[config.mk]
export PLATFORM = sky130hd
export DESIGN_NAME = param_dictionary_with_watchdog
export DESIGN_NICKNAME = d
export VERILOG_FILES = /design/src/core/process_data_watchdog.v /design/src/core/param_dictionary_with_watchdog.v
export VERILOG_INCLUDE_DIRS = /design/src /design/src/core
export SDC_FILE = /design/constraint.sdc
export NUM_CORES = 2
export LEC_CHECK = 0
export BUFFER_PORTS_ARGS = -buffer_cell sky130_fd_sc_hd__buf_2
export CAP_MARGIN = 5
export CORE_MARGIN = 5
export CORE_UTILIZATION = 35
export DETAILED_ROUTE_END_ITERATION = 12
export PLACE_DENSITY = 0.53
export SYNTH_ARGS = -nofsm -noshare
export SYNTH_HDL_FRONTEND = slang
export SYNTH_HIERARCHICAL = 1
export SYNTH_SLANG_ARGS = --single-unit
[constraint.sdc]
create_clock -name clock_i -period 8.85 [get_ports clock_i]
set_input_delay 0.885 -clock clock_i [delete_from_list [all_inputs] [get_ports clock_i]]
set_output_delay 0.885 -clock clock_i [all_outputs]
set_load 0.01 [all_outputs]
[src/core/param_dict_map.vh]
`ifndef PARAM_DICT_MAP_VH
`define PARAM_DICT_MAP_VH

// Dictionary areas (upper index bits)
`define IDX_IDENTITY_BASE   16'h1000
`define IDX_LEGACY_BASE     16'h4000
`define IDX_INPUT_PDO_BASE  16'h6000
`define IDX_OUTPUT_PDO_BASE 16'h7000
`define IDX_CHANNEL_BASE    16'h8000
`define IDX_STORAGE_CTRL    16'hf008
`define IDX_WDG_MULT        16'hf100
`define IDX_WDG_TIME        16'hf101
`define IDX_WDG_ENABLE      16'hf102
`define IDX_WDG_STATUS      16'hf103
`define IDX_CHANNEL_STEP    16'h0010

// Channel geometry
`define NUM_CHANNELS        4
`define CH_SUBIDX_COUNT     8
`define CH_ENTRY_BITS       5

// Storage suppression code word
`define STORAGE_CODE_WORD   32'h12345678
`define STORAGE_CTRL_RESET  32'h00000000

// Identity values (arbitrary, neutral)
`define ID_DEVICE_NAME      32'h00000001
`define ID_MAKER_CODE       32'h00000002
`define ID_SERIAL_NUMBER    32'h00000003
`define ID_PDO_CONFIG       32'h00000004

// Watchdog timing: base period 40 ns, tick = (mult + 2) base periods
`define WDG_BASE_PERIOD_NS  40
`define CLK_PERIOD_NS       10
`define WDG_MULT_RESET      16'd2498
`define WDG_TIME_RESET      16'd1000
`define WDG_ENABLE_RESET    1'b1

// Answer codes
`define RESP_OK             2'd0
`define RESP_NO_ENTRY       2'd1
`define RESP_READ_ONLY      2'd2

`endif

[src/core/process_data_watchdog.v]
`timescale 1ns/1ps
`default_nettype none
`include "param_dict_map.vh"

module process_data_watchdog (
    input  wire        clock_i,
    input  wire        rst_i,
    input  wire [15:0] mult_i,
    input  wire [15:0] time_i,
    input  wire        enable_i,
    input  wire        exchange_i,
    output reg         tripped_o
);
    localparam integer CLK_PER_BASE_I = `WDG_BASE_PERIOD_NS / `CLK_PERIOD_NS;
    localparam [7:0]   CLK_PER_BASE   = CLK_PER_BASE_I[7:0];

    reg [7:0]  base_cnt_q;
    reg [16:0] tick_cnt_q;
    reg [15:0] wdg_cnt_q;
    wire       base_pulse;
    wire       wdg_tick;
    wire       armed;

    assign base_pulse = (base_cnt_q == CLK_PER_BASE - 8'd1);
    assign wdg_tick   = base_pulse &&
                        (tick_cnt_q == {1'b0, mult_i} + 17'd1);
    assign armed      = enable_i && (time_i != 16'd0);

    always @(posedge clock_i) begin
        if (rst_i) begin
            base_cnt_q <= 8'h00;
            tick_cnt_q <= 17'h00000;
            wdg_cnt_q  <= 16'h0000;
            tripped_o  <= 1'b0;
        end else begin
            // Prescalers restart too, so the timeout is exact, not one tick short
            if (exchange_i) begin
                base_cnt_q <= 8'h00;
                tick_cnt_q <= 17'h00000;
            end else begin
                base_cnt_q <= base_pulse ? 8'h00 : base_cnt_q + 8'd1;
                if (wdg_tick)
                    tick_cnt_q <= 17'h00000;
                else if (base_pulse)
                    tick_cnt_q <= tick_cnt_q + 17'd1;
            end
            if (exchange_i || !armed) begin
                wdg_cnt_q <= 16'h0000;
                tripped_o <= 1'b0;
            end else if (wdg_tick && !tripped_o) begin
                if (wdg_cnt_q + 16'd1 >= time_i)
                    tripped_o <= 1'b1;
                else
                    wdg_cnt_q <= wdg_cnt_q + 16'd1;
            end
        end
    end
endmodule // process_data_watchdog

`default_nettype wire

[src/core/param_dictionary_with_watchdog.v]
`timescale 1ns/1ps
`default_nettype none
`include "param_dict_map.vh"

module param_dictionary_with_watchdog (
    input  wire        clock_i,
    input  wire        rst_i,
    input  wire        req_valid_i,
    input  wire        req_write_i,
    input  wire [15:0] req_index_i,
    input  wire [7:0]  req_subindex_i,
    input  wire [31:0] req_wdata_i,
    output reg         rsp_valid_o,
    output reg  [1:0]  rsp_code_o,
    output reg  [31:0] rsp_rdata_o,
    input  wire        pd_exchange_i,
    input  wire [31:0] pd_out_i,
    input  wire [31:0] pd_in_i,
    output reg  [31:0] outputs_o,
    output reg         wdg_tripped_o,
    output reg         storage_suppressed_o,
    output reg         nv_write_o,
    output reg  [15:0] nv_index_o,
    output reg  [7:0]  nv_subindex_o,
    output reg  [31:0] nv_data_o,
    input  wire        nv_done_i
);
    localparam ENTRIES = `NUM_CHANNELS * `CH_SUBIDX_COUNT;

    reg [31:0] chan_mem_q [0:ENTRIES-1];
    reg [31:0] storage_ctrl_q;
    reg [15:0] wdg_mult_q;
    reg [15:0] wdg_time_q;
    reg        wdg_enable_q;
    reg [31:0] pd_out_q;
    reg [31:0] pd_in_q;
    reg        nv_busy_q;
    reg        nv_done_s1_q;
    reg        nv_done_s2_q;
    wire       wdg_trip;
    integer    i;

    // Channel slot: returns {hit, entry}; both areas decode the same slot
    function [`CH_ENTRY_BITS:0] chan_slot;
        input [15:0] idx;
        input [7:0]  sub;
        reg   [15:0] off;
        begin
            off = idx - ((idx[15:12] == 4'h4) ? `IDX_LEGACY_BASE
                                              : `IDX_CHANNEL_BASE);
            chan_slot = {(off[15:4] < `NUM_CHANNELS) &&
                         (off[3:0] == 4'h0) &&
                         (sub < `CH_SUBIDX_COUNT),
                         off[5:4], sub[2:0]};
        end
    endfunction

    reg [`CH_ENTRY_BITS:0] slot;
    reg        hit;
    reg        ro;
    reg [31:0] rd;

    always @* begin
        slot = chan_slot(req_index_i, req_subindex_i);
        hit  = 1'b0;
        ro   = 1'b0;
        rd   = 32'h00000000;
        case (req_index_i[15:12])
            4'h1: begin
                if (req_index_i == `IDX_IDENTITY_BASE && req_subindex_i < 8'd4)
                begin
                    hit = 1'b1;
                    ro  = 1'b1;
                    case (req_subindex_i[1:0])
                        2'd0: rd = `ID_DEVICE_NAME;
                        2'd1: rd = `ID_MAKER_CODE;
                        2'd2: rd = `ID_SERIAL_NUMBER;
                        default: rd = `ID_PDO_CONFIG;
                    endcase
                end
            end
            4'h4, 4'h8: begin
                hit = slot[`CH_ENTRY_BITS];
                rd  = chan_mem_q[slot[`CH_ENTRY_BITS-1:0]];
            end
            4'h6: begin
                hit = (req_index_i == `IDX_INPUT_PDO_BASE) &&
                      (req_subindex_i == 8'h00);
                ro  = 1'b1;
                rd  = pd_in_q;
            end
            4'h7: begin
                hit = (req_index_i == `IDX_OUTPUT_PDO_BASE) &&
                      (req_subindex_i == 8'h00);
                ro  = 1'b1;
                rd  = pd_out_q;
            end
            4'hf: begin
                hit = (req_subindex_i == 8'h00);
                case (req_index_i)
                    `IDX_STORAGE_CTRL: rd = storage_ctrl_q;
                    `IDX_WDG_MULT:     rd = {16'h0000, wdg_mult_q};
                    `IDX_WDG_TIME:     rd = {16'h0000, wdg_time_q};
                    `IDX_WDG_ENABLE:   rd = {31'h00000000, wdg_enable_q};
                    `IDX_WDG_STATUS: begin
                        rd = {31'h00000000, wdg_tripped_o};
                        ro = 1'b1;
                    end
                    default: hit = 1'b0;
                endcase
            end
            default: hit = 1'b0;
        endcase
    end

    wire accept_wr = req_valid_i && req_write_i && hit && !ro;
    wire suppress  = (storage_ctrl_q == `STORAGE_CODE_WORD);
    wire persist   = accept_wr && !suppress &&
                     (req_index_i != `IDX_STORAGE_CTRL);

    always @(posedge clock_i) begin
        if (rst_i) begin
            rsp_valid_o          <= 1'b0;
            rsp_code_o           <= `RESP_OK;
            rsp_rdata_o          <= 32'h00000000;
            storage_ctrl_q       <= `STORAGE_CTRL_RESET;
            wdg_mult_q           <= `WDG_MULT_RESET;
            wdg_time_q           <= `WDG_TIME_RESET;
            wdg_enable_q         <= `WDG_ENABLE_RESET;
            pd_out_q             <= 32'h00000000;
            pd_in_q              <= 32'h00000000;
            outputs_o            <= 32'h00000000;
            wdg_tripped_o        <= 1'b0;
            storage_suppressed_o <= 1'b0;
            nv_write_o           <= 1'b0;
            nv_index_o           <= 16'h0000;
            nv_subindex_o        <= 8'h00;
            nv_data_o            <= 32'h00000000;
            nv_busy_q            <= 1'b0;
            nv_done_s1_q         <= 1'b0;
            nv_done_s2_q         <= 1'b0;
            for (i = 0; i < ENTRIES; i = i + 1)
                chan_mem_q[i] <= 32'h00000000;
        end else begin
            nv_done_s1_q <= nv_done_i;
            nv_done_s2_q <= nv_done_s1_q;
            rsp_valid_o  <= req_valid_i;
            rsp_rdata_o  <= (req_valid_i && hit && !req_write_i) ?
                            rd : 32'h00000000;
            if (!hit)
                rsp_code_o <= `RESP_NO_ENTRY;
            else if (req_write_i && ro)
                rsp_code_o <= `RESP_READ_ONLY;
            else
                rsp_code_o <= `RESP_OK;
            if (accept_wr) begin
                if (req_index_i[15:12] == 4'h4 ||
                    req_index_i[15:12] == 4'h8)
                    chan_mem_q[slot[`CH_ENTRY_BITS-1:0]] <=
                        req_wdata_i;
                case (req_index_i)
                    `IDX_STORAGE_CTRL: storage_ctrl_q <= req_wdata_i;
                    `IDX_WDG_MULT:     wdg_mult_q     <= req_wdata_i[15:0];
                    `IDX_WDG_TIME:     wdg_time_q     <= req_wdata_i[15:0];
                    `IDX_WDG_ENABLE:   wdg_enable_q   <= req_wdata_i[0];
                    default: ;
                endcase
            end
            storage_suppressed_o <= suppress;
            // Commit requests are held until the store acknowledges; a change written
            // while one is pending is dropped, so master should pace writes meanwhile
            if (persist && !nv_busy_q) begin
                nv_write_o    <= 1'b1;
                nv_busy_q     <= 1'b1;
                nv_index_o    <= req_index_i;
                nv_subindex_o <= req_subindex_i;
                nv_data_o     <= req_wdata_i;
            end else if (nv_busy_q && nv_done_s2_q) begin
                nv_write_o <= 1'b0;
                nv_busy_q  <= 1'b0;
            end
            if (pd_exchange_i) begin
                pd_out_q <= pd_out_i;
                pd_in_q  <= pd_in_i;
            end
            wdg_tripped_o <= wdg_trip;
            // Trip only zeroes the outputs; nothing else changes state
            outputs_o <= wdg_trip ? 32'h00000000 : pd_out_q;
        end
    end

    process_data_watchdog u_wdg (
        .clock_i    (clock_i),
        .rst_i      (rst_i),
        .mult_i     (wdg_mult_q),
        .time_i     (wdg_time_q),
        .enable_i   (wdg_enable_q),
        .exchange_i (pd_exchange_i),
        .tripped_o  (wdg_trip)
    );
endmodule // param_dictionary_with_watchdog

`default_nettype wire

==> qor.csv <==
stage,metric,value,unit
clocking,Clock Latency Late Sink,0.77,ns
logic_synthesis,"Net Count, Synth",4545,
logic_synthesis,Synth Flop Type,edfxtp_1,
finish,layout cells sized above 1,0.182,
timing,Slew Limit Headroom,0.167,
logic_synthesis,synth top area cells,"edfxtp_1 54%, dfxtp_1 11%, mux4_2 10%",
critical_path,crit path cell chain,buf_2 -> buf_4 -> nor4_1 -> ha_1 -> or3b_2 -> nor4b_1 -> nand4_1 -> a41oi_2 -> and2_1 -> buf_4 -> a31o_2 -> buf_4,
grt,number of global-route vias before repair,37300,
critical_path,WP buf/inv,4,
finish,fillcell total,15400,
critical_path,CP top delay family,simple AND/OR/NAND/NOR gates,
critical_path,slowest cell delay on critical path,1.05,ns
grt,initial antenna violation count,8,
critical_path,crit path DAT,6.04,ns
timing,Setup Skew,0.0270,ns
logic_synthesis,post-synthesis register bit count,1323,
critical_path,Crit path required time,9.29,ns
placement,routability cong.,0.824,
floorplanning,Die ar.,171000,um^2
floorplanning,Starting Density,0.350,
critical_path,crit path to,chan_mem_q[29][26],
logic_synthesis,largest family of logic cells by synthesized area,simple AND/OR/NAND/NOR gates,
finish,area delta synth->final,13.8,%
logic_synthesis,Async SR Flop Fraction,0,
logic_synthesis,Compound-Gate Fraction of Synth Area,0.0553,
route,DR pass1 iterations,6,
power_and_ir_drop,Comb pwr share,0.066,
placement,Port Buffers,251,
power_and_ir_drop,NetSw,3200,uW
logic_synthesis,register area share after synthesis,0.646,
critical_path,crit path max fanout,39,
critical_path,CP max-delay cell,and2_1,
floorplanning,die width,413,um
finish,sequential cell area,36700,um^2
critical_path,most frequent CP cell,buf_4,
critical_path,Setup crit start,req_index_i[12],
critical_path,r2r worst-path depth,12,
critical_path,worst setup path category,in2reg,
timing,post-route setup TNS,0,ns
route,Via Count,37700,
logic_synthesis,post-synth top area cell,edfxtp_1,
critical_path,worst r2r src,u_wdg/wdg_cnt_q[2],
clocking,setup bufs post-CTS,0,
timing,fmax,179,MHz
clocking,Post-CTS Hold Buffers,0,
finish,Final nets,4643,
power_and_ir_drop,PD cells,212,nW/um^2
clocking,total CTS buffers,141,
logic_synthesis,Syn. warnings,6,
grt,largest net degree at the start of global routing,126,
timing,worst-margin pin slew,1.25,ns
logic_synthesis,post-synth cell types,73,
timing,Hold Fails Final Rpt,0,
clocking,CTS tree,done,
power_and_ir_drop,Clk pwr share,0.423,
logic_synthesis,"count leader, synth",nor2_1,
power_and_ir_drop,Pint,10500,uW
clocking,clk sinks,1323,
logic_synthesis,mapped cell area,56900,um^2
route,DRC Markers,0,
route,Total Wirelength,186000,um
grt,GRT Overall Usage,0.213,
route,via-per-instance ratio,5.57,
logic_synthesis,area fraction of the dominant cell type after synthesis,0.541,
clocking,CTS Root Cell,clkbuf_16,
run,max_cap viols,0,
clocking,H-tree Lvls,4,
critical_path,total number of cells along the worst setup path,12,
power_and_ir_drop,sequential share of power,0.511,
route,antenna-violating nets left,0,
route,wire per inst,27.5,um
logic_synthesis,Mean Syn Cell Area,12.9,um^2
floorplanning,Placement Rows,148,
clocking,post-CTS sizing,0,
placement,dpl ws,2.56,ns
timing,final max-slew violation count,0,
power_and_ir_drop,Sw Ratio,0.233,
clocking,Clock transition at path regs,0.06,ns
route,Iter 0 DRT Violations,4206,
logic_synthesis,number of enable flip-flop cells after synthesis,1024,
run_status,status,"finished, final reports clean",
grt,grt total ovfl,0,
critical_path,Critical R2R Capture,u_wdg/wdg_cnt_q[8],
logic_synthesis,Synth Area in XOR/XNOR,0.00816,
logic_synthesis,most common library cells after synthesis,"1180 x nor2_1, 1024 x edfxtp_1, 299 x dfxtp_1, 265 x clkbuf_1, 256 x mux4_2",
logic_synthesis,post-synthesis adder-cell area fraction,0.00550,
logic_synthesis,Post-Syn Instances,4394,
placement,DPL Wire Length,110000,um
logic_synthesis,Synth Area in Simple Gates,0.133,
critical_path,CP startpoint kind,input port,
clocking,Clock Path Buffers,3,
grt,first-pass GRT wire length,266000,um
power_and_ir_drop,Final Power,13700,uW
floorplanning,Die Span Y,413,um
finish,multi-input gate area in the final layout,18900,um^2
timing,Setup-failing EPs final,0,
power_and_ir_drop,maximum VDD drop,0.148,mV
timing,minimum clock period,5.60,ns
hold_path,HP Class,in2reg,
floorplanning,I/O pins,252,
timing,Final Cycle Share,0.633,
critical_path,Worst setup EP type,register,
timing,setup ws final,3.25,ns
power_and_ir_drop,Static Leakage,0.0208,uW
timing,RSZ-0062 raised after global routing,false,
floorplanning,Core Area,162000,um^2
critical_path,R2R setup slack,3.82,ns
logic_synthesis,post-synthesis mux area share,0.124,
[sequential cells by signal, indices dropped and copies added (netlist names), 2 cells and up]
name and flops:
nv_data_o 32, pd_in_q 32, wdg_time_q 16, nv_subindex_o 8, u_wdg/wdg_cnt_q 16, rsp_rdata_o 32
rsp_code_o 2, u_wdg/tick_cnt_q 17, nv_index_o 16, pd_out_q 32, outputs_o 32, u_wdg/base_cnt_q 8
wdg_mult_q 16, storage_ctrl_q 32, chan_mem_q 1024
[stage by stage]
step	instances	utilization	area (um^2)	hold slack [ns]
after CTS	6775	0.399	64700	0.293
after global routing	6775	0.399	64700	0.334
final	6778	0.399	64700	0.349
after detailed placement	6524	0.371	60200	0.428
after global placement	6524	0.371	60200	0.422
after floorplan	4394	-	56900	0.414
[area by class of cell]
type / instances / area share
Antenna cell: 3 / 0.000116
Clock buffer: 186 / 0.0590
Clock inverter: 65 / 0.00979
Inverter: 31 / 0.00180
Multi-Input combinational cell: 2685 / 0.292
Sequential cell: 1323 / 0.568
Tap cell: 2175 / 0.0421
Timing Repair Buffer: 310 / 0.0271
[layout by cell type, fill, tap and decap left out, types with 9 or more instances in the layout]
cell / n
a21oi_1: 106
a221oi_1: 27
a22oi_1: 130
a31o_4: 29
a31oi_1: 12
and2_1: 44
buf_2: 247
buf_4: 58
clkbuf_1: 35
clkbuf_16: 143
clkbuf_8: 9
clkinv_1: 25
clkinv_2: 16
dfxtp_1: 299
edfxtp_1: 1024
ha_1: 25
inv_1: 31
mux2i_1: 128
mux4_2: 256
nand2_1: 230
nand2b_1: 20
nand3_1: 31
nand4_1: 100
nor2_1: 1177
nor3_1: 28
nor3b_1: 14
nor4_1: 16
o21ai_0: 87
o31ai_1: 15
or2_2: 9
or3_1: 12
or4_1: 23
xnor2_1: 35
xor2_1: 18
[worst reg2reg max path, cell delays in order, from the launching register on]
cell and delay, ns:
dfxtp_1 0.41, nand3_1 0.20, or4_1 0.66, or3_1 0.47, xnor2_1 0.23, ha_1 0.29, a21o_1 0.18, a21o_1 0.17
a221oi_1 0.30, o211ai_1 0.26, or4_1 1.00, or4_1 0.63, a21oi_1 0.15
[worst min-delay path by stage]
stage / from / to / slack [ns] / cells past startpoint
2_1_floorplan: nv_done_s1_q / nv_done_s2_q / 0.41 / 1
3_3_place_gp: nv_done_s1_q / nv_done_s2_q / 0.42 / 1
3_5_place_dp: nv_done_s1_q / nv_done_s2_q / 0.43 / 1
4_1_cts: pd_in_i[18] / pd_in_q[18] / 0.29 / 3
5_1_grt: pd_out_i[17] / pd_out_q[17] / 0.33 / 3
6_report: pd_in_i[18] / pd_in_q[18] / 0.35 / 3
[layer usage]
layer,up-vias,share of wire,track usage
met3,270,0.093,0.0480
li1,16400,-,-
met1,19300,0.41,0.291
met2,1732,0.47,0.344
met4,2,0.027,0.0598
met5,-,0.000038,0
[kinds of logic (layout without fill, tap and decap cells)]
kind of cell / count (synthesis) / count (layout)
AO/OA/AOI/OAI: 460 / 460
adder cells (fa/ha/maj): 25 / 25
XOR/XNOR: 53 / 53
buffers and inverters: 386 / 592
flip-flops: 1323 / 1323
multiplexers: 385 / 385
other: 0 / 3
AND/OR/NAND/NOR: 1762 / 1762
[power groups by stage]
stage / logic (uW) / registers, uW / clock network [uW]
finish: 905 / 7010 / 5810
floorplan: 511 / 7110 / 0
detailed placement: 902 / 7140 / 0
global route: 945 / 7030 / 6120
global placement: 899 / 7130 / 0
CTS: 904 / 7010 / 5890
No activity file was read; power rests on OpenSTA's default activity.
